**config.mk**
```make
export PLATFORM = sky130hd
export DESIGN_NAME = ccd_top
export DESIGN_NICKNAME = d
export VERILOG_FILES = /design/src/rtl/ccd_pkg.sv /design/src/rtl/ccd_stage.sv /design/src/rtl/ccd_top.sv
export SDC_FILE = /design/constraint.sdc
export NUM_CORES = 1
export LEC_CHECK = 0
export BUFFER_PORTS_ARGS = -buffer_cell sky130_fd_sc_hd__buf_2
export CAP_MARGIN = 20
export CORE_UTILIZATION = 55
export DETAILED_ROUTE_END_ITERATION = 7
export PLACE_DENSITY = 0.72
export SYNTH_ARGS = -nofsm -noshare
export SYNTH_HDL_FRONTEND = slang
export SYNTH_SLANG_ARGS = --single-unit
```
**constraint.sdc**
```tcl
create_clock -name CLK -period 4.7 [get_ports CLK]
set_input_delay 0.235 -clock CLK [delete_from_list [all_inputs] [get_ports CLK]]
set_output_delay 0.235 -clock CLK [all_outputs]
set_load 0.05 [all_outputs]
```
**src/rtl/ccd_pkg.sv**
```systemverilog
// Package for the channel clock divider set: register map, field
// positions, reset values and the per-stage configuration carrier.
// Assumes a 32-bit APB master whose byte address is four times the
// register index.
package ccd_pkg;

  localparam int NREG = 19;
  localparam int IDX_W = 10;
  localparam int ADDR_W = 12;

  // Register indices; byte address is index times four
  localparam logic [IDX_W-1:0] IDX_DIV0_WIDTHS = 10'h190;
  localparam logic [IDX_W-1:0] IDX_DIV0_BYPASS_PHASE = 10'h191;
  localparam logic [IDX_W-1:0] IDX_DIV0_DUTY_CONTROL = 10'h192;
  localparam logic [IDX_W-1:0] IDX_DIV1_WIDTHS = 10'h193;
  localparam logic [IDX_W-1:0] IDX_DIV1_BYPASS_PHASE = 10'h194;
  localparam logic [IDX_W-1:0] IDX_DIV1_DUTY_CONTROL = 10'h195;
  localparam logic [IDX_W-1:0] IDX_DIV2_WIDTHS = 10'h196;
  localparam logic [IDX_W-1:0] IDX_DIV2_BYPASS_PHASE = 10'h197;
  localparam logic [IDX_W-1:0] IDX_DIV2_DUTY_CONTROL = 10'h198;
  localparam logic [IDX_W-1:0] IDX_DIV3_STAGE1_WIDTHS = 10'h199;
  localparam logic [IDX_W-1:0] IDX_DIV3_STAGE2_WIDTHS = 10'h19B;
  localparam logic [IDX_W-1:0] IDX_DIV3_STAGE_BYPASS = 10'h19C;
  localparam logic [IDX_W-1:0] IDX_DIV3_DUTY_CONTROL = 10'h19D;
  localparam logic [IDX_W-1:0] IDX_DIV4_STAGE1_WIDTHS = 10'h19E;
  localparam logic [IDX_W-1:0] IDX_DIV4_STAGE2_WIDTHS = 10'h1A0;
  localparam logic [IDX_W-1:0] IDX_DIV4_STAGE_BYPASS = 10'h1A1;
  localparam logic [IDX_W-1:0] IDX_DIV4_DUTY_CONTROL = 10'h1A2;
  localparam logic [IDX_W-1:0] IDX_CTRL = 10'h1B0;
  localparam logic [IDX_W-1:0] IDX_STATUS = 10'h1B1;

  // Slot order inside the register array follows this table
  localparam logic [IDX_W-1:0] REG_IDX [NREG] = '{
    IDX_DIV0_WIDTHS, IDX_DIV0_BYPASS_PHASE, IDX_DIV0_DUTY_CONTROL,
    IDX_DIV1_WIDTHS, IDX_DIV1_BYPASS_PHASE, IDX_DIV1_DUTY_CONTROL,
    IDX_DIV2_WIDTHS, IDX_DIV2_BYPASS_PHASE, IDX_DIV2_DUTY_CONTROL,
    IDX_DIV3_STAGE1_WIDTHS, IDX_DIV3_STAGE2_WIDTHS,
    IDX_DIV3_STAGE_BYPASS, IDX_DIV3_DUTY_CONTROL,
    IDX_DIV4_STAGE1_WIDTHS, IDX_DIV4_STAGE2_WIDTHS,
    IDX_DIV4_STAGE_BYPASS, IDX_DIV4_DUTY_CONTROL,
    IDX_CTRL, IDX_STATUS
  };
  localparam int SLOT_CH0 = 0;
  localparam int SLOTS_PER_SINGLE = 3;
  localparam int SLOT_CH3 = 9;
  localparam int SLOTS_PER_CASCADE = 4;
  localparam int SLOT_CTRL = 17;
  localparam int SLOT_STATUS = 18;

  // Field positions
  localparam int LOW_MSB = 7;
  localparam int LOW_LSB = 4;
  localparam int HIGH_MSB = 3;
  localparam int HIGH_LSB = 0;
  localparam int BIT_BYPASS = 7;
  localparam int BIT_RISE_FIRST = 4;
  localparam int DELAY_MSB = 3;
  localparam int BIT_FIX_OFF = 0;
  localparam int BIT_S1_BYPASS = 4;
  localparam int BIT_S2_BYPASS = 5;
  localparam int BIT_REALIGN = 0;
  localparam int BEN_LSB = 4;
  localparam int BEN_MSB = 7;

  // Reset values
  localparam logic [7:0] RST_REG = 8'h00;

  // Phase code weight of the rise_first bit
  localparam logic [5:0] PHASE_SPLIT = 6'h10;

  typedef struct packed {
    logic [3:0] low_width;
    logic [3:0] high_width;
    logic bypass;
    logic duty_fix_off;
    logic rise_first;
    logic [3:0] delay_code_bits;
  } ccd_stage_cfg_t;

  typedef enum logic [1:0] {
    ST_WAIT = 2'b00,
    ST_HIGH = 2'b01,
    ST_LOW = 2'b10
  } ccd_state_t;

endpackage

```
**src/rtl/ccd_stage.sv**
```systemverilog
// One divider stage: counts input edges into high and low widths.
// Assumes in_rise pulses once per input period in the CLK domain and
// that restart is a one-cycle pulse from the register block.
module ccd_stage (
  input wire logic clk, // Divider input clock
  input wire logic rst, // Synchronous reset, active high
  input wire logic restart, // Realign pulse
  input wire logic in_rise, // One pulse per input period
  input wire logic in_lvl, // Input level, used when bypassed
  input wire ccd_pkg::ccd_stage_cfg_t cfg, // Programmed settings
  output logic out_lvl, // Divided level
  output logic out_rise // Pulse on each output rising edge
);

  ccd_pkg::ccd_state_t state, next_state;
  logic [5:0] cnt, next_cnt;
  logic [3:0] cur_lo, next_cur_lo;
  logic [3:0] cur_hi, next_cur_hi;
  logic cur_byp, next_cur_byp;
  logic cur_fix_off, next_cur_fix_off;
  logic next_out_lvl, next_out_rise;
  logic [5:0] new_delay;

  function automatic logic [5:0] ratio(input logic [3:0] lo,
                                       input logic [3:0] hi);
    ratio = 6'(lo) + 6'(hi) + 6'h02;
  endfunction

  // High time in input periods; correction gives high half the ratio, rounded down
  function automatic logic [5:0] hi_len(input logic [3:0] lo,
                                        input logic [3:0] hi,
                                        input logic fix_off);
    if (fix_off) begin
      hi_len = 6'(hi) + 6'h01;
    end else begin
      hi_len = ratio(lo, hi) >> 1;
    end
  endfunction

  function automatic logic [5:0] lo_len(input logic [3:0] lo,
                                        input logic [3:0] hi,
                                        input logic fix_off);
    lo_len = ratio(lo, hi) - hi_len(lo, hi, fix_off);
  endfunction

  always_comb begin
    if (cfg.rise_first) begin
      new_delay = 6'(cfg.delay_code_bits) + 6'(cfg.low_width)
                  + 6'h01;
    end else begin
      new_delay = 6'(cfg.delay_code_bits);
    end
  end

  always_comb begin
    next_state = state;
    next_cnt = cnt;
    next_cur_lo = cur_lo;
    next_cur_hi = cur_hi;
    next_cur_byp = cur_byp;
    next_cur_fix_off = cur_fix_off;
    next_out_lvl = out_lvl;
    next_out_rise = 1'b0;
    if (restart) begin
      // Phase is only loaded here, so a new offset waits for realign
      next_cur_lo = cfg.low_width;
      next_cur_hi = cfg.high_width;
      next_cur_byp = cfg.bypass;
      next_cur_fix_off = cfg.duty_fix_off;
      next_state = ccd_pkg::ST_WAIT;
      next_cnt = new_delay;
      next_out_lvl = 1'b0;
    end else if (cur_byp) begin
      next_out_lvl = in_lvl;
      next_out_rise = in_rise;
      next_cur_lo = cfg.low_width;
      next_cur_hi = cfg.high_width;
      next_cur_fix_off = cfg.duty_fix_off;
      if (!cfg.bypass && in_rise) begin
        next_cur_byp = 1'b0;
        next_state = ccd_pkg::ST_WAIT;
        next_cnt = 6'h00;
        next_out_lvl = 1'b0;
        next_out_rise = 1'b0;
      end
    end else if (in_rise) begin
      unique case (state)
        ccd_pkg::ST_WAIT: begin
          if (cnt == 6'h00) begin
            next_state = ccd_pkg::ST_HIGH;
            next_cnt = hi_len(cur_lo, cur_hi, cur_fix_off) - 6'h01;
            next_out_lvl = 1'b1;
            next_out_rise = 1'b1;
          end else begin
            next_cnt = cnt - 6'h01;
          end
        end
        ccd_pkg::ST_HIGH: begin
          if (cnt == 6'h00) begin
            next_state = ccd_pkg::ST_LOW;
            next_cnt = lo_len(cur_lo, cur_hi, cur_fix_off) - 6'h01;
            next_out_lvl = 1'b0;
          end else begin
            next_cnt = cnt - 6'h01;
          end
        end
        ccd_pkg::ST_LOW: begin
          if (cnt != 6'h00) begin
            next_cnt = cnt - 6'h01;
          end else begin
            // Period boundary: new settings apply here, no runt pulses
            next_cur_lo = cfg.low_width;
            next_cur_hi = cfg.high_width;
            next_cur_fix_off = cfg.duty_fix_off;
            next_cur_byp = cfg.bypass;
            if (cfg.bypass) begin
              next_out_lvl = in_lvl;
              next_out_rise = 1'b1;
            end else begin
              next_state = ccd_pkg::ST_HIGH;
              next_cnt = hi_len(cfg.low_width, cfg.high_width,
                                cfg.duty_fix_off) - 6'h01;
              next_out_lvl = 1'b1;
              next_out_rise = 1'b1;
            end
          end
        end
        default: begin
          next_state = ccd_pkg::ST_WAIT;
          next_cnt = 6'h00;
        end
      endcase
    end
  end

  always_ff @(posedge clk) begin
    if (rst) begin
      state <= ccd_pkg::ST_WAIT;
      cnt <= 6'h00;
      cur_lo <= 4'h0;
      cur_hi <= 4'h0;
      cur_byp <= 1'b0;
      cur_fix_off <= 1'b0;
      out_lvl <= 1'b0;
      out_rise <= 1'b0;
    end else begin
      state <= next_state;
      cnt <= next_cnt;
      cur_lo <= next_cur_lo;
      cur_hi <= next_cur_hi;
      cur_byp <= next_cur_byp;
      cur_fix_off <= next_cur_fix_off;
      out_lvl <= next_out_lvl;
      out_rise <= next_out_rise;
    end
  end

  // Helper for the period check: input edges between output rises
  logic [5:0] per_cnt;
  logic seen;
  logic chk_valid;
  logic [5:0] chk_cnt;
  logic [5:0] chk_d;
  always_ff @(posedge clk) begin
    if (rst || restart || cur_byp) begin
      per_cnt <= 6'h00;
      seen <= 1'b0;
      chk_valid <= 1'b0;
      chk_cnt <= 6'h00;
      chk_d <= 6'h00;
    end else begin
      chk_valid <= next_out_rise && seen && !next_cur_byp;
      chk_cnt <= per_cnt + 6'(in_rise);
      chk_d <= ratio(cur_lo, cur_hi);
      if (next_out_rise) begin
        per_cnt <= 6'h00;
        seen <= 1'b1;
      end else begin
        per_cnt <= per_cnt + 6'(in_rise);
      end
    end
  end
endmodule

```
**src/rtl/ccd_top.sv**
```systemverilog
// Channel clock divider set: APB register block, three single-stage
// channels and two cascaded channels with split A/B outputs.
// Assumes CLK is the clock routed to the divider input and that the
// APB master runs on the same clock.
//
// How it works
// Widths hold cycles minus one; low lasts low+1, high lasts high+1.
// Unbypassed single stage divides by high+low+2, from 2 to 32.
// Bypass passes the input through as divide-by-one, counter idle.
// Every count is in periods of the divider input clock.
// Duty correction on by default; duty_fix_off per channel disables.
// Correction gives 50%; software programs matching width pairs.
// Uncorrected duty is (high+1)/(high+low+2).
// Prescaled bypass duty depends on prescale; correction evens it.
// Odd prescale and odd ratio corrected give the printed fractions.
// Without prescale, bypass keeps input duty; odd corrected mixes.
// Direct routing keeps the source duty cycle.
// Phase code is 16*rise_first+delay; small codes delay by code.
// With rise_first, delay is code-16+low+1 input cycles.
// New phase offsets apply only after a realign pulse.
// Channels three and four cascade two stages; ratio is product.
// Both bypassed gives one; second bypassed gives first ratio.
// Software uses the first stage alone, never only the second.
// One duty_fix_off bit per cascaded channel covers both stages.
// Cascaded outputs split into A and B; B off after reset.
// Three single-stage dividers, each driving one differential pair.
// Prescaler ahead of the channels divides by 2 to 6; there is no prescaler here, and every CLK cycle is one input period.
// Software puts lone bypass or even ratio on the second stage.
// Realign restarts all dividers low, then applies phase delay.
// Width, bypass and correction changes wait for a period boundary.
//
// Register access over APB was chosen for this implementation.
module ccd_top #(
  parameter int NSINGLE = 3, // Single-stage channels
  parameter int NCASC = 2 // Cascaded channels
) (
  input wire logic CLK, // Divider input clock
  input wire logic RST, // Synchronous reset, active high
  input wire logic PSEL, // APB select
  input wire logic PENABLE, // APB enable
  input wire logic PWRITE, // APB write
  input wire logic [ccd_pkg::ADDR_W-1:0] PADDR, // APB byte address
  input wire logic [31:0] PWDATA, // APB write data
  output logic [31:0] PRDATA, // APB read data
  output logic PREADY, // APB ready
  output logic PSLVERR, // APB error, unmapped address
  output logic [NSINGLE-1:0] DIFF_OUT, // Single-stage channel levels
  output logic [NSINGLE-1:0] DIFF_RISE, // Rising-edge pulses
  output logic [2*NCASC-1:0] SPLIT_A, // Cascaded outputs, A side
  output logic [2*NCASC-1:0] SPLIT_B, // Cascaded outputs, B side
  output logic [NCASC-1:0] SPLIT_RISE // Cascaded rising-edge pulses
);

  localparam int NCH = NSINGLE + NCASC;

  logic [7:0] regs [ccd_pkg::NREG];
  logic [7:0] next_regs [ccd_pkg::NREG];
  logic next_pready, next_pslverr;
  logic [31:0] next_prdata;
  logic realign, next_realign;
  logic [NCH-1:0] ch_lvl, ch_rise;
  logic [NSINGLE-1:0] next_diff_out, next_diff_rise;
  logic [2*NCASC-1:0] next_split_a, next_split_b;
  logic [NCASC-1:0] next_split_rise;

  logic [ccd_pkg::IDX_W-1:0] idx;
  logic hit;
  logic [4:0] slot;
  logic ack;

  // Unaligned addresses count as unmapped
  always_comb begin
    idx = PADDR[ccd_pkg::ADDR_W-1:2];
    hit = 1'b0;
    slot = 5'h00;
    for (int i = 0; i < ccd_pkg::NREG; i++) begin
      if (PADDR[1:0] == 2'b00 && idx == ccd_pkg::REG_IDX[i]) begin
        hit = 1'b1;
        slot = 5'(i);
      end
    end
  end

  assign ack = PSEL && PENABLE && PREADY;

  // Bus answer: one wait state, then ready for exactly one cycle
  always_comb begin
    next_pready = PSEL && PENABLE && !PREADY;
    next_pslverr = 1'b0;
    next_prdata = PRDATA;
    if (PSEL && PENABLE && !PREADY) begin
      next_pslverr = !hit;
      next_prdata = 32'h0000_0000;
      if (hit) begin
        next_prdata = {24'h00_0000, regs[slot]};
      end
    end
  end

  always_comb begin
    for (int i = 0; i < ccd_pkg::NREG; i++) begin
      next_regs[i] = regs[i];
    end
    next_realign = 1'b0;
    if (ack && PWRITE && hit && slot != 5'(ccd_pkg::SLOT_STATUS)) begin
      next_regs[slot] = PWDATA[7:0];
      if (slot == 5'(ccd_pkg::SLOT_CTRL)) begin
        // Realign is a command, not state: it reads back as zero
        next_regs[slot][ccd_pkg::BIT_REALIGN] = 1'b0;
        next_realign = PWDATA[ccd_pkg::BIT_REALIGN];
      end
    end
    next_regs[ccd_pkg::SLOT_STATUS] = {{(8 - NCH){1'b0}}, ch_lvl};
  end

  always_ff @(posedge CLK) begin
    if (RST) begin
      for (int i = 0; i < ccd_pkg::NREG; i++) begin
        regs[i] <= ccd_pkg::RST_REG;
      end
      PREADY <= 1'b0;
      PSLVERR <= 1'b0;
      PRDATA <= 32'h0000_0000;
      realign <= 1'b0;
    end else begin
      for (int i = 0; i < ccd_pkg::NREG; i++) begin
        regs[i] <= next_regs[i];
      end
      PREADY <= next_pready;
      PSLVERR <= next_pslverr;
      PRDATA <= next_prdata;
      realign <= next_realign;
    end
  end

  // Single-stage channels
  genvar g;
  generate
    for (g = 0; g < NSINGLE; g++) begin : g_single
      localparam int SB = ccd_pkg::SLOT_CH0 + g * ccd_pkg::SLOTS_PER_SINGLE;
      ccd_pkg::ccd_stage_cfg_t cfg;
      always_comb begin
        cfg.low_width = regs[SB][ccd_pkg::LOW_MSB:ccd_pkg::LOW_LSB];
        cfg.high_width = regs[SB][ccd_pkg::HIGH_MSB:ccd_pkg::HIGH_LSB];
        cfg.bypass = regs[SB + 1][ccd_pkg::BIT_BYPASS];
        cfg.rise_first = regs[SB + 1][ccd_pkg::BIT_RISE_FIRST];
        cfg.delay_code_bits = regs[SB + 1][ccd_pkg::DELAY_MSB:0];
        cfg.duty_fix_off = regs[SB + 2][ccd_pkg::BIT_FIX_OFF];
      end
      ccd_stage u_stage (
        .clk(CLK),
        .rst(RST),
        .restart(realign),
        .in_rise(1'b1),
        .in_lvl(1'b1),
        .cfg(cfg),
        .out_lvl(ch_lvl[g]),
        .out_rise(ch_rise[g])
      );
    end
  endgenerate

  // Cascaded channels; the second stage counts first-stage rises
  generate
    for (g = 0; g < NCASC; g++) begin : g_casc
      localparam int SB = ccd_pkg::SLOT_CH3 + g * ccd_pkg::SLOTS_PER_CASCADE;
      ccd_pkg::ccd_stage_cfg_t cfg1, cfg2;
      logic s1_lvl, s1_rise;
      always_comb begin
        cfg1.low_width = regs[SB][ccd_pkg::LOW_MSB:ccd_pkg::LOW_LSB];
        cfg1.high_width = regs[SB][ccd_pkg::HIGH_MSB:ccd_pkg::HIGH_LSB];
        cfg1.bypass = regs[SB + 2][ccd_pkg::BIT_S1_BYPASS];
        cfg1.duty_fix_off = regs[SB + 3][ccd_pkg::BIT_FIX_OFF];
        cfg1.rise_first = 1'b0;
        cfg1.delay_code_bits = 4'h0;
        cfg2.low_width = regs[SB + 1][ccd_pkg::LOW_MSB:ccd_pkg::LOW_LSB];
        cfg2.high_width = regs[SB + 1][ccd_pkg::HIGH_MSB:ccd_pkg::HIGH_LSB];
        cfg2.bypass = regs[SB + 2][ccd_pkg::BIT_S2_BYPASS];
        cfg2.duty_fix_off = regs[SB + 3][ccd_pkg::BIT_FIX_OFF];
        cfg2.rise_first = 1'b0;
        cfg2.delay_code_bits = 4'h0;
      end
      ccd_stage u_first (
        .clk(CLK),
        .rst(RST),
        .restart(realign),
        .in_rise(1'b1),
        .in_lvl(1'b1),
        .cfg(cfg1),
        .out_lvl(s1_lvl),
        .out_rise(s1_rise)
      );
      ccd_stage u_second (
        .clk(CLK),
        .rst(RST),
        .restart(realign),
        .in_rise(s1_rise),
        .in_lvl(s1_lvl),
        .cfg(cfg2),
        .out_lvl(ch_lvl[NSINGLE + g]),
        .out_rise(ch_rise[NSINGLE + g])
      );
    end
  endgenerate

  // Output pins; B sides stay low until software enables them
  always_comb begin
    next_diff_out = ch_lvl[NSINGLE-1:0];
    next_diff_rise = ch_rise[NSINGLE-1:0];
    next_split_rise = ch_rise[NCH-1:NSINGLE];
    for (int c = 0; c < NCASC; c++) begin
      for (int k = 0; k < 2; k++) begin
        next_split_a[2*c + k] = ch_lvl[NSINGLE + c];
        next_split_b[2*c + k] = ch_lvl[NSINGLE + c]
          && regs[ccd_pkg::SLOT_CTRL][ccd_pkg::BEN_LSB + 2*c + k];
      end
    end
  end

  always_ff @(posedge CLK) begin
    if (RST) begin
      DIFF_OUT <= '0;
      DIFF_RISE <= '0;
      SPLIT_A <= '0;
      SPLIT_B <= '0;
      SPLIT_RISE <= '0;
    end else begin
      DIFF_OUT <= next_diff_out;
      DIFF_RISE <= next_diff_rise;
      SPLIT_A <= next_split_a;
      SPLIT_B <= next_split_b;
      SPLIT_RISE <= next_split_rise;
    end
  end
endmodule

```
* After elaboration in Yosys (flattened, before gate mapping) *
Memory sizes are Yosys's and may differ from the RTL's.
Cells that the tools add are included.

word-level totals
  memories kept = 1
  bits in writable memories = 152
  bits in registers = 190
  bits of input ports = 49
  latch bits = 0
  bits in read-only memories = 0
  word-level logic and storage cells = 849
  output and inout port bits = 50

memory list
  memory  words  width  rd ports  clocked after Yosys merged registers in  wr ports  RTL line       source
  regs    19     8      20        0                                        19        ccd_top.sv:56  logic [7:0] regs [ccd_pkg::NREG];

cells by class
  magnitude comparators = 2
  reduce and logical (&&, ||, !) cells = 107
  multipliers = 0
  bitwise logic cells = 25
  multiplexer cells = 479
  add/sub/neg operators = 83
  divide/modulo/power cells = 0
  shift operators = 0
  equality and inequality tests = 87

operators by type and width
  cell                 number
  $mux 6               154
  $mux 152             2
  $mux 4               60
  $eq 10x9->1 const B  19
  $mux 8               21
  $sub 6x1->6 const B  28
  $and 152x152->152    1
  $bwmux 152           1
  $not 152->152        1
  $mux 1               150
  $pmux 6 s3           7
  $mux 2               44
  $add 4x4->5          17
  $mux 5               17
  $add 6x2->6 const B  14
  $demux 8 s5          2
  $add 4x1->5 const B  14
  $logic_not 6->1      7
  $ne 3x1->1 const B   14
  $ne 3x2->1 const B   14
  $pmux 2 s3           7
  $reduce_bool 6->1    7
  $sub 6x6->6          7
  $reduce_and 5->1     7
  27 further kinds     168

* Longest topological paths before layout *
Gate-level depths: netlist of the first run.

  word-level depth = 30
  gate-level depth with buffers = 17
  gate-level depth less buffers = 17

* By module *
Synthesis of the first run repeated with hierarchy kept, for this count alone.

unflattened totals
  cell total of the unflattened synthesis = 3135
  area, all modules = 24721.2 um2

modules (own cells, without submodules)
  module                              seq. area each (um2)  times used  area each (um2)  cells an instance
  ccd_top                             3383.2                1           7805.0           991
  ccd_stage at g_casc[1].u_first ...  400.4                 2           2333.5           297
  ccd_stage at g_casc[0].u_first ...  400.4                 2           2328.5           297
  ccd_stage at g_single[0].u_stage    400.4                 1           2727.6           349
  ccd_stage at g_single[1].u_stage    400.4                 1           2506.2           310
  ccd_stage at g_single[2].u_stage    400.4                 1           2358.5           297

* Worst setup path before layout of the first run *
Ideal clock, no wire load.

  path kind = reg2reg
  from = register g_casc[1].u_second.cur_hi[0]
  to = register g_casc[1].u_second.cnt[5]
  slack = 1.195 ns
  required time = 4.583 ns
  arrival time = 3.388 ns
  library setup time = 0.117 ns
  buffers on the path = 0
  stages on the path, launching flop included = 15
  clock period less this slack = 3.505 ns
  cells stage by stage = dfxtp_1 ha_1 fa_1 xor2_1 ha_1 xnor3_1 o21ai_0 ha_1 a21oi_1 o21bai_1 a21oi_1 xnor2_1 o211a_1 a31oi_1 nor2_1

on the way
  longest elaborated chain between the ends = 14
  elaborated cells between the ends (all ways) = 21
  classes of those cells = add/sub (6); mux (15)

RTL lines
  item                    RTL line                          source
  from (decl)             ccd_stage.sv:18                   logic [3:0] cur_hi, next_cur_hi;
  from (signal assigned)  ccd_stage.sv:150                  cur_hi <= next_cur_hi;
  $add 4x4->5             ccd_stage.sv:26                   ratio = 6'(lo) + 6'(hi) + 6'h02;
  $add 6x2->6             --
  $mux 6                  ccd_stage.sv:33                   if (fix_off) begin
  $mux 6                  ccd_stage.sv:89, ccd_stage.sv:99
  $mux 6                  ccd_stage.sv:87                   unique case (state)
  $mux 6                  ccd_stage.sv:86                   end else if (in_rise) begin
  $mux 6                  ccd_stage.sv:73                   end else if (cur_byp) begin
  $mux 6                  ccd_stage.sv:64                   if (restart) begin
  $sub 6x6->6             ccd_stage.sv:43                   lo_len = ratio(lo, hi) - hi_len(lo, hi, fix_off);
  $sub 6x1->6             ccd_stage.sv:101                  next_cnt = lo_len(cur_lo, cur_hi, cur_fix_off) - 6'h01;
  $mux 6                  ccd_stage.sv:99                   if (cnt == 6'h00) begin
  $pmux 6 s3 (*)          ccd_stage.sv:87
  $mux 6 (*)              ccd_stage.sv:86
  $mux 6 (*)              ccd_stage.sv:73
  to (signal assigned)    ccd_stage.sv:148                  cnt <= next_cnt;
  to (decl)               ccd_stage.sv:16                   logic [5:0] cnt, next_cnt;

Every way passes the cells marked *; elsewhere a longest branch is shown, timed or not. The select of a mux whose other input is x is not followed.
A chain may end at the register's enable or synchronous reset.

* Worst setup path after layout of the first run *
Same ends and word-level chain as after synthesis.

==> metrics.log, run 1 <==
[metrics] outcome: finished clean
[metrics] global-route wire length before repair: 94700 um
[metrics] vias in the first global route: 18605
[metrics] Crit path largest cell delay: 0.48 ns
[metrics] worst hold path class: input port to flip-flop
[metrics] pin count of the biggest net entering global routing: 91
[metrics] DRC violation total after the first TritonRoute iteration: 1756
[metrics] slowest stage cell, crit path: sky130_fd_sc_hd__fa_1
[metrics] Final min period: 3.93 ns
[metrics] number of antenna violations at the first check in global routing: 0
[metrics] most used flip-flop cell after synthesis: sky130_fd_sc_hd__dfxtp_1
[metrics] number of flops mapped to enable cells by yosys: 0
[metrics] WL final: 58500 um
[metrics] max-cap violations: 0
[metrics] largest buffer count on any clock path: 3
[metrics] CTS clock-pin slew for the worst setup and hold paths: 0.06 ns
[metrics] path type of the worst setup path: flip-flop to flip-flop
[metrics] worst-skew pair later-pin latency: 0.53 ns
[metrics] slew at the pin closest to its max-slew limit: 1.05 ns
[metrics] signal arrival time at the worst endpoint: 4.35 ns
[metrics] Register Area: 6190 sq um
[metrics] Post-Route Skew: 0.0222 ns
[metrics] async set-or-reset flop fraction in the synthesized netlist: 0%
[metrics] GR Util All Layers: 28.2%
[metrics] Fmax achieved: 255 MHz
[metrics] count of mapped cells out of synthesis: 2715
[metrics] LEAKAGE: 9.92 nW
[metrics] worst rel slew slack: 29.8%
[metrics] buffer cell driving the clock tree root: sky130_fd_sc_hd__clkbuf_16
[metrics] count of distinct cell types in the synthesized netlist: 96
[metrics] maximum fanout encountered on the critical timing path: 5
[metrics] fillers: 3430
[metrics] detailed-route vias per instance: 6.15
[metrics] clock tree from TritonCTS: built
[metrics] hold_ws: 0.207 ns
[metrics] vertical extent of the die: 201 um
[metrics] share of the clock period used by the worst path after layout: 83.5%
[metrics] fraction of the core area covered by cells at the end of the flow: 59.9%
[metrics] layout net count: 2871
[metrics] nature of the critical path endpoint: flip-flop
[metrics] placed wire-length estimate: 41000 um
[metrics] maximum resistive drop on vdd: 281 uV
[metrics] PwrDens: 353 nW/um^2
[metrics] Final setup viols: 0
[metrics] Die Wd: 201 um
[metrics] gr ovfl total: 0
[metrics] Routed wire per std cell: 18.3 um
[metrics] number of buffers created by CTS: 36
[metrics] proportion of layout cells with a drive suffix above 1: 7.25%
[metrics] antenna-violating nets left: 0
[metrics] post-CTS setup buffers: 0
[metrics] Ports: 99
[metrics] cell area after synthesis: 21700 sq um
[metrics] iteration count of the initial detailed-routing pass: 6
[metrics] final hold violation count: 0
[metrics] cell chain of the critical path: ha_1 -> fa_1 -> xor2_1 -> ha_1 -> xnor3_1 -> o21ai_0 -> ha_1 -> a21oi_1 -> o21bai_1 -> a21oi_1 -> xnor2_1 -> o211a_1 -> a31oi_1 -> nor2_1
[metrics] sum of negative setup slack: 0 ns
[metrics] flip-flop and latch count after synthesis: 309
[metrics] input/output buffers: 50
[metrics] CTS H-tree lvls: 2
[metrics] area of the multi-input gates: 14500 sq um
[metrics] Slew Limit Fails: 0
[metrics] Via Count: 19652
[metrics] clock net sink count: 309
[metrics] DIE AREA: 40300 sq um
[metrics] Core Footprint: 38800 sq um
[metrics] RSZ-0062 raised after global routing: no
[metrics] most used cell, CP: sky130_fd_sc_hd__ha_1
[metrics] synthesized area per cell: 8.00 sq um
[metrics] most frequent standard cell in the layout excluding fill and tap cells: sky130_fd_sc_hd__dfxtp_1
[metrics] area growth from synthesis to layout: 7.01%
[metrics] sequential cell area fraction in the yosys report: 28.5%
[metrics] GPL Wtd Cong: 0.906
[metrics] count of warnings emitted by yosys: 0
[metrics] kind of start point of the critical path: flip-flop
[metrics] initial cell density of the core: 56.0%
[metrics] overall power: 0.00821 W
[metrics] Rows: 72
[metrics] required time worst endpoint: 5.13 ns
[metrics] Post-route DRC: 0
[metrics] commonest cells after routing, fill and taps aside: sky130_fd_sc_hd__dfxtp_1, sky130_fd_sc_hd__nand2_1, sky130_fd_sc_hd__nor2_1, sky130_fd_sc_hd__a21oi_1, sky130_fd_sc_hd__mux2i_1
==> Yosys cell counts, drive strengths merged, types with 8 or more instances <==
cell type | n | area, sq um
o21ai | 166 | 831
dfxtp | 309 | 6190
o221ai | 10 | 87.6
xor2 | 62 | 543
buf | 76 | 442
nor2 | 301 | 1170
nand2b | 15 | 93.8
clkbuf | 120 | 452
a21oi | 229 | 1150
o21a | 9 | 67.6
a2111oi | 11 | 109
nand3 | 65 | 335
xnor2 | 67 | 594
a211o | 10 | 87.6
fa | 24 | 480
o31ai | 12 | 109
mux2 | 21 | 236
and3 | 21 | 131
a31oi | 32 | 200
nor3b | 17 | 143
or3 | 13 | 81.3
a21o | 54 | 405
o211ai | 17 | 133
nand4 | 17 | 106
nor2b | 34 | 213
mux2i | 159 | 1590
o22ai | 16 | 100
or3b | 8 | 70.1
nand2 | 308 | 1160
nand3b | 18 | 135
inv | 76 | 285
nor3 | 55 | 280
a32oi | 13 | 114
ha | 148 | 1850
a221o | 11 | 110
a311oi | 10 | 87.6
a211oi | 30 | 230
and2 | 25 | 156
nor4 | 11 | 75.1
==> logic make-up (layout without fill, tap and decap cells) <==
logic type | after synthesis | in the layout | synth area share, %
muxes | 180 | 180 | 8.41
DFF | 309 | 309 | 28.5
AOI/OAI and AO/OA | 704 | 704 | 20.6
xor gates and xnor gates | 134 | 134 | 5.75
other | 1 | 25 | 0.0173
and+or+nand+nor | 943 | 943 | 20.6
buffers and inverters | 272 | 210 | 5.43
adders and majority gates | 172 | 172 | 10.7
==> flip-flops by register name, summed over array words and instances, names as in the netlist, 6 cells and up <==
register,flops
g_single.u_stage.cnt,18
PRDATA,8
g_single.u_stage.cur_hi,12
g_casc.u_first.cnt,12
g_casc.u_first.cur_lo,8
g_casc.u_second.cur_lo,8
g_casc.u_first.cur_hi,8
g_single.u_stage.cur_lo,12
g_casc.u_second.cnt,12
g_single.u_stage.state,6
regs,146
g_casc.u_second.cur_hi,8
==> metal layers <==
layer,vias to the layer above,part of all wire (%),wire length (um),track usage [%]
met1,9330,44,25500,37.1
met3,119,6.6,3880,3.60
met5,-,0,0,0
li1,9517,-,-,-
met2,686,47,27600,48.2
met4,0,2.6,1490,8.34
==> area by class of cell <==
class | count | area share [%]
diodes | 1 | 0.0108
multi-input cells | 2157 | 62.2
clock inverters | 12 | 0.721
flip-flops and latches | 309 | 26.6
well taps | 518 | 2.79
inverters | 76 | 1.23
clock buffers | 52 | 4.66
repair buffers | 70 | 1.77
==> final timing paths <==
kind / start / endpoint / slack, ns / depth (start not counted)
max: g_casc[1].u_second.cur_hi[0] / g_casc[1].u_second.cnt[5] / 0.77 / 14
min: RST / regs[18][2] / 0.21 / 2
max reg2reg: g_casc[1].u_second.cur_hi[0] / g_casc[1].u_second.cnt[5] / 0.77 / 14
min reg2reg: g_casc[1].u_second.out_rise / SPLIT_RISE[1] / 0.44 / 1
==> what timing repair did <==
action	CTS	global route
hold buffers	1	0
resized for setup	0	0
endpoints found under the hold margin	1	0
==> per-stage QoR <==
stage,setup WS (ns),area [sq um],cells
after floorplan,1.20,21800,2738
after global placement,0.889,22000,3127
after detailed placement,0.817,22000,3127
after CTS,0.790,23200,3192
after global routing,0.541,23200,3194
final,0.774,23200,3195
==> report_power, final <==
part	total (W)	internal (W)	switching, W	leakage (nW)
registers	0.00312	0.00282	0.000294	2.50
logic	0.00212	0.000864	0.00126	6.81
clock network	0.00296	0.00182	0.00115	0.610
total	0.00821	0.00550	0.00270	9.92
==> worst max-delay path: cells and delay by family (launching register included) <==
kind            cells  cell delay [ns]
compound gates      6             1.34
xor+xnor            3             0.70
flops               1             0.35
simple gates        1             0.06
fa+ha+maj           4             1.36
Power figures use the tool's default switching activity.
==> inputs of run 2 (changes only) <==
clock period = 3.62 ns   (was 4.7 ns; I/O delays follow)
==> run 2 against run 1 <==
  * Global-route usage decreased by 0.055 points
  * Utilization increased by 1.6 points
  * Cell area increased by 2.7%
  * Clock-buffer cell count decreased by 3
  * Worst setup slack got worse by 0.65 ns
  * Flip-flop and latch count unchanged
  * Total power increased by 33%
  * Fmax increased by 12%
  * Combinational power increased by 31%
  * Register-to-register slack got worse by 0.65 ns
  * Largest cell class unchanged
  * Largest power group is now clock
  * Highest routed layer is now met5
==> metrics.log, run 2 (same netlist as run 1, synthesis figures left out) <==
[metrics] outcome: finished clean
[metrics] GPL Wtd Cong: 0.922
[metrics] fillers: 3396
[metrics] Via Count: 19692
[metrics] kind of start point of the critical path: flip-flop
[metrics] cell chain of the critical path: ha_1 -> fa_1 -> xor2_2 -> ha_1 -> xnor3_1 -> o21ai_2 -> ha_1 -> a21oi_2 -> o21ai_0 -> xor2_1 -> a211oi_1 -> nand2_1 -> a32o_1
[metrics] hold_ws: 0.111 ns
[metrics] detailed-route vias per instance: 6.08
[metrics] proportion of layout cells with a drive suffix above 1: 10.2%
[metrics] Routed wire per std cell: 18.0 um
[metrics] required time worst endpoint: 4.06 ns
[metrics] RSZ-0062 raised after global routing: yes
[metrics] WL final: 58400 um
[metrics] path type of the worst setup path: flip-flop to flip-flop
[metrics] iteration count of the initial detailed-routing pass: 5
[metrics] biggest registers after layout: regs: 146 flops, g_single.u_stage.cnt: 18 flops
[metrics] met1 GRT Util: 37.3%
[metrics] DIE AREA: 40300 sq um
[metrics] Buf+Inv Stages, Crit Path: 0
[metrics] most used cell, CP: sky130_fd_sc_hd__ha_1
[metrics] commonest cells after routing, fill and taps aside: sky130_fd_sc_hd__dfxtp_1, sky130_fd_sc_hd__nand2_1, sky130_fd_sc_hd__nor2_1, sky130_fd_sc_hd__a21oi_1, sky130_fd_sc_hd__mux2i_1
[metrics] CTS H-tree lvls: 2
[metrics] PwrDens: 459 nW/um^2
[metrics] buffer cell driving the clock tree root: sky130_fd_sc_hd__clkbuf_16
[metrics] global routing's busiest layer: met2
[metrics] gr ovfl total: 0
[metrics] Final setup viols: 0
[metrics] kind of cell adding the most delay to the critical path: adder cells
[metrics] slowest stage cell, crit path: sky130_fd_sc_hd__fa_1
[metrics] max-cap violations: 0
[metrics] worst hold path class: input port to flip-flop
[metrics] met2 Track Usage GR: 47.3%
[metrics] maximum fanout encountered on the critical timing path: 5
[metrics] share of the clock period used by the worst path after layout: 96.7%
[metrics] initial cell density of the core: 56.0%
[metrics] global-route wire length before repair: 94400 um
[metrics] clock tree from TritonCTS: built
[metrics] number of buffers created by CTS: 38
[metrics] layout net count: 2913
[metrics] final hold violation count: 0
[metrics] LEAKAGE: 10.2 nW
[metrics] worst-skew pair later-pin latency: 0.56 ns
[metrics] worst rel slew slack: 27.4%
[metrics] Ports: 99
[metrics] vertical extent of the die: 201 um
[metrics] slew at the pin closest to its max-slew limit: 1.09 ns
[metrics] nature of the critical path endpoint: flip-flop
[metrics] Slew Limit Fails: 0
[metrics] placed wire-length estimate: 40900 um
[metrics] Final min period: 3.50 ns
[metrics] Die Wd: 201 um
[metrics] Core Footprint: 38800 sq um
[metrics] pin count of the biggest net entering global routing: 120
[metrics] number of antenna violations at the first check in global routing: 2
[metrics] register bank with the most flops: regs
[metrics] largest buffer count on any clock path: 3
[metrics] overall power: 0.0110 W
[metrics] DRC violation total after the first TritonRoute iteration: 1501
[metrics] most frequent standard cell in the layout excluding fill and tap cells: sky130_fd_sc_hd__dfxtp_1
[metrics] fraction of the core area covered by cells at the end of the flow: 61.5%
[metrics] vias in the first global route: 18471
[metrics] Rows: 72
[metrics] signal arrival time at the worst endpoint: 3.94 ns
[metrics] CTS clock-pin slew for the worst setup and hold paths: 0.06 ns
[metrics] input/output buffers: 50
[metrics] Fmax achieved: 286 MHz
[metrics] Crit path largest cell delay: 0.49 ns
[metrics] area growth from synthesis to layout: 9.93%
[metrics] GR Util All Layers: 28.2%
[metrics] max FFs per register: 146
[metrics] Global Route met3 Usage: 3.51%
[metrics] antenna-violating nets left: 0
[metrics] clock net sink count: 309
[metrics] maximum resistive drop on vdd: 395 uV
[metrics] Post-Route Skew: 0.0203 ns
[metrics] Post-route DRC: 0
## run 2: cell count changes in the layout (fill, tap and decap cells not counted), moves of 5 or more
| cell | delta |
|---|---|
| sky130_fd_sc_hd__a21oi_1 | -11 |
| sky130_fd_sc_hd__a21oi_2 | +11 |
| sky130_fd_sc_hd__buf_4 | +39 |
| sky130_fd_sc_hd__clkbuf_8 | -9 |
| sky130_fd_sc_hd__ha_1 | -8 |
| sky130_fd_sc_hd__ha_2 | +5 |
| sky130_fd_sc_hd__o21ai_0 | -6 |
| sky130_fd_sc_hd__o21ai_2 | +6 |
## run 2: path summary, 6_finish.rpt
kind / start / end / slack (ns) / cells past startpoint
max: g_casc[1].u_first.cur_hi[0] / g_casc[1].u_first.cnt[5] / 0.12 / 13
min: PSEL / PSLVERR / 0.11 / 4
max reg2reg: g_casc[1].u_first.cur_hi[0] / g_casc[1].u_first.cnt[5] / 0.12 / 13
min reg2reg: g_single[2].u_stage.out_rise / DIFF_RISE[2] / 0.44 / 1
## run 2: layer usage
layer	up-vias	part of all wire [%]	wire length [um]
met3	122	6.3	3700
met4	2	2.8	1610
met1	9371	44	25700
li1	9609	-	-
met5	-	0.022	13
met2	588	47	27400
## run 2: per-stage QoR
| stage | setup TNS (ns) | area (sq um) | cells | worst slack [ns] |
|---|---|---|---|---|
| CTS | 0 | 23600 | 3232 | 0.00514 |
| global route | -0.0753 | 23900 | 3236 | -0.0360 |
| global placement | 0 | 22300 | 3165 | 0.0456 |
| finish | 0 | 23900 | 3238 | 0.121 |
| floorplan | 0 | 21800 | 2738 | 0.115 |
| detailed placement | -0.0217 | 22300 | 3165 | -0.0217 |
## run 2: cell type report
class                      count  area [sq um]  share of cell area [%]
sequential                   309          6190                    25.9
tap                          518           648                    2.71
timing repair buffer         110           724                    3.03
antenna                        2          5.00                  0.0210
clock buffer                  49          1020                    4.29
clock inverter                17           310                    1.30
inverter                      76           285                    1.19
multi-input combinational   2157         14700                    61.6
## run 2: report_power, final
part | switching (W) | internal, W
Clock | 0.00154 | 0.00258
Combinational | 0.00164 | 0.00114
Sequential | 0.000387 | 0.00366
## run 2: worst register-to-register path, stage by stage, from the launching register on
cell and delay, ns:
sky130_fd_sc_hd__dfxtp_1 0.35, sky130_fd_sc_hd__ha_1 0.25, sky130_fd_sc_hd__fa_1 0.49, sky130_fd_sc_hd__xor2_2 0.21, sky130_fd_sc_hd__ha_1 0.24, sky130_fd_sc_hd__xnor3_1 0.38, sky130_fd_sc_hd__o21ai_2 0.16, sky130_fd_sc_hd__ha_1 0.30
sky130_fd_sc_hd__a21oi_2 0.19, sky130_fd_sc_hd__o21ai_0 0.14, sky130_fd_sc_hd__xor2_1 0.16, sky130_fd_sc_hd__a211oi_1 0.24, sky130_fd_sc_hd__nand2_1 0.08, sky130_fd_sc_hd__a32o_1 0.21
## run 2: what timing repair did
action	CTS	global route
endpoints found under the hold margin	1	0
resized for setup	4	54
hold buffers	1	0
endpoints found under the setup margin	3	18
pin swaps	0	16
buffers inserted	0	3
==> inputs of run 3 (changes only) <==
SYNTH_HIERARCHICAL = 1   (was default)
==> run 3 against run 2 <==
  * Global-route usage increased by 1.5 points
  * Worst setup slack improved by 0.062 ns
  * Register-to-register slack gained 0.06 ns
  * Total power rose by 6.9%
==> metrics.log, run 3 <==
[metrics] Final min period: 3.44 ns
[metrics] DP Area: 25600 sq um
[metrics] iteration count of the initial detailed-routing pass: 6
[metrics] CTS H-tree lvls: 2
[metrics] vertical extent of the die: 214 um
[metrics] clock tree from TritonCTS: built
[metrics] Slew Limit Fails: 0
[metrics] overall power: 0.0117 W
[metrics] antenna-violating nets left: 0
[metrics] maximum resistive drop on vdd: 449 uV
[metrics] input/output buffers: 50
[metrics] Post-route DRC: 0
[metrics] DIE AREA: 45800 sq um
[metrics] number of flops mapped to enable cells by yosys: 0
[metrics] count of distinct cell types in the synthesized netlist: 124
[metrics] outcome: finished clean
[metrics] most used cell, CP: sky130_fd_sc_hd__ha_1
[metrics] Die Wd: 214 um
[metrics] number of antenna violations at the first check in global routing: 1
[metrics] slowest stage cell, crit path: sky130_fd_sc_hd__fa_1
[metrics] kind of start point of the critical path: flip-flop
[metrics] most used standard cell by instance count after synthesis: sky130_fd_sc_hd__nand2_1
[metrics] Cells after DPL: 3717
[metrics] top cells by count, synth: sky130_fd_sc_hd__nand2_1, sky130_fd_sc_hd__dfxtp_1, sky130_fd_sc_hd__nor2_1
[metrics] GPL Wtd Cong: 0.934
[metrics] clock net sink count: 309
[metrics] Rows: 77
[metrics] buffer cell driving the clock tree root: sky130_fd_sc_hd__clkbuf_16
[metrics] biggest registers after layout: regs: 146 flops, g_single.u_stage/cnt: 18 flops
[metrics] fraction of the core area covered by cells at the end of the flow: 60.7%
[metrics] Routed wire per std cell: 18.4 um
[metrics] detailed-route vias per instance: 6.18
[metrics] proportion of layout cells with a drive suffix above 1: 9.37%
[metrics] Post-Layout Cell Count: 3786
[metrics] Via Count: 23381
[metrics] sum of negative setup slack: 0 ns
[metrics] fillers: 3900
[metrics] vias in the first global route: 22269
[metrics] DRC violation total after the first TritonRoute iteration: 2200
[metrics] PwrDens: 435 nW/um^2
[metrics] Final setup viols: 0
[metrics] commonest cells after routing, fill and taps aside: sky130_fd_sc_hd__nand2_1, sky130_fd_sc_hd__dfxtp_1, sky130_fd_sc_hd__nor2_1, sky130_fd_sc_hd__a21oi_1, sky130_fd_sc_hd__ha_1
[metrics] share of the synthesized area in the top cell type: 25.0%
[metrics] count of warnings emitted by yosys: 6
[metrics] worst rel slew slack: 33.3%
[metrics] count of mapped cells out of synthesis: 3135
[metrics] cell chain of the critical path: inv_1 -> ha_1 -> inv_1 -> ha_1 -> fa_1 -> a21oi_1 -> nand2b_1 -> nor2_1 -> a41oi_2 -> ha_1 -> o21ai_0 -> a31oi_1 -> or3_1 -> a31oi_1 -> o31ai_1 -> a32o_1
[metrics] gr ovfl total: 0
[metrics] path type of the worst setup path: flip-flop to flip-flop
[metrics] worst-skew pair later-pin latency: 0.56 ns
[metrics] sequential cell area fraction in the yosys report: 25.0%
[metrics] area leader, netlist: sky130_fd_sc_hd__dfxtp_1
[metrics] LEAKAGE: 11.2 nW
[metrics] worst hold path class: input port to flip-flop
[metrics] area of the multi-input gates: 17400 sq um
[metrics] flip-flop and latch count after synthesis: 309
[metrics] async set-or-reset flop fraction in the synthesized netlist: 0%
[metrics] kind of cell adding the most delay to the critical path: adder cells
[metrics] slew at the pin closest to its max-slew limit: 1.00 ns
[metrics] pin count of the biggest net entering global routing: 114
[metrics] initial cell density of the core: 55.8%
[metrics] required time worst endpoint: 4.07 ns
[metrics] Core Footprint: 44300 sq um
[metrics] maximum fanout encountered on the critical timing path: 5
[metrics] dominant cells by area after synthesis: sky130_fd_sc_hd__dfxtp_1, sky130_fd_sc_hd__ha_1, sky130_fd_sc_hd__nand2_1
[metrics] nature of the critical path endpoint: flip-flop
[metrics] cell area after layout: 26900 sq um
[metrics] area growth from synthesis to layout: 8.77%
[metrics] most used flip-flop cell after synthesis: sky130_fd_sc_hd__dfxtp_1
[metrics] layout net count: 3439
[metrics] Ports: 99
[metrics] number of buffers created by CTS: 36
[metrics] Register Area: 6190 sq um
[metrics] synthesized area per cell: 7.89 sq um
[metrics] largest buffer count on any clock path: 3
[metrics] placed wire-length estimate: 50500 um
[metrics] WL final: 69600 um
[metrics] share of the clock period used by the worst path after layout: 95.0%
[metrics] GR Util All Layers: 29.7%
[metrics] Crit path largest cell delay: 0.43 ns
[metrics] Post-Route Skew: 0.0180 ns
[metrics] CTS clock-pin slew for the worst setup and hold paths: 0.06 ns
[metrics] global-route wire length before repair: 114000 um
[metrics] max FFs per register: 146
[metrics] most frequent standard cell in the layout excluding fill and tap cells: sky130_fd_sc_hd__nand2_1
[metrics] final hold violation count: 0
[metrics] signal arrival time at the worst endpoint: 3.89 ns
[metrics] cell area after synthesis: 24700 sq um
[metrics] Buf+Inv Stages, Crit Path: 2
[metrics] Fmax achieved: 291 MHz
[metrics] register bank with the most flops: regs
[metrics] max-cap violations: 0
==> run 3: cell types whose count changed in the layout (fill, tap and decap cells not counted), moves of 15 or more <==
cell                       delta
sky130_fd_sc_hd__a21oi_1     +50
sky130_fd_sc_hd__o211ai_1    +22
sky130_fd_sc_hd__conb_1      +71
sky130_fd_sc_hd__nand2b_1    +18
sky130_fd_sc_hd__a31oi_1     +21
sky130_fd_sc_hd__nand2_1     +99
sky130_fd_sc_hd__inv_1       +72
sky130_fd_sc_hd__a221oi_1    +15
sky130_fd_sc_hd__a21o_1      -31
sky130_fd_sc_hd__o32ai_1     +26
sky130_fd_sc_hd__ha_1        +56
sky130_fd_sc_hd__nand3_1     +62
sky130_fd_sc_hd__o21ai_0     -67
sky130_fd_sc_hd__mux2i_1     -22
==> run 3: worst paths after layout <==
kind / startpoint / end / slack [ns] / depth (start not counted)
worst max-delay path: g_casc[1].u_first/cur_hi[1] / g_casc[1].u_first/cnt[5] / 0.18 / 16
worst min-delay path: RST / g_casc[0].u_second/cur_lo[3] / 0.15 / 2
worst max register to register: g_casc[1].u_first/cur_hi[1] / g_casc[1].u_first/cnt[5] / 0.18 / 16
worst min register to register: g_single[0].u_stage/out_rise / DIFF_RISE[0] / 0.44 / 1
==> run 3: repair_timing <==
action                     in CTS  in global routing
setup endpoints to repair       0                  7
hold endpoints to repair        1                  0
hold buffers                    1                  0
buffers inserted                0                  2
resized for setup               0                 16
==> run 3: cells by family (layout without fill, tap and decap cells) <==
family / Yosys count / after routing / synth area share (%)
AOI/OAI and AO/OA: 821 / 821 / 22.7
xor gates and xnor gates: 136 / 136 / 5.72
buffers and inverters: 371 / 334 / 6.69
adders and majority gates: 224 / 224 / 12.2
DFF: 309 / 309 / 25.0
other: 2 / 98 / 0.0304
and+or+nand+nor: 1113 / 1113 / 21.0
muxes: 159 / 159 / 6.66
==> run 3: where the power goes <==
group,total [W],switching [W],internal (W)
Sequential,0.00408,0.000398,0.00368
Combinational,0.00380,0.00227,0.00152
Clock,0.00383,0.00153,0.00230
==> run 3: layer usage <==
| metal | GRT usage (%) | part of all wire (%) |
|---|---|---|
| met1 | 38.0 | 42 |
| met2 | 51.2 | 48 |
| met3 | 3.82 | 6.8 |
| met4 | 10.2 | 2.8 |
| met5 | 0 | 0 |
==> run 3: final cells by class <==
cell class,instances,area share [%]
Sequential cell,309,23.0
Timing Repair Buffer,119,3.00
Antenna cell,3,0.0279
Multi-Input combinational cell,2548,64.5
Clock buffer,50,3.89
Tap cell,592,2.75
Clock inverter,13,0.661
Inverter,152,2.12
==> run 3: metrics by stage <==
stage,worst slack [ns],hold WS [ns]
global route,-0.000399,0.156
CTS,0.116,0.133
floorplan,0.297,0.265
global placement,0.239,0.432
finish,0.183,0.146
detailed placement,0.120,0.429
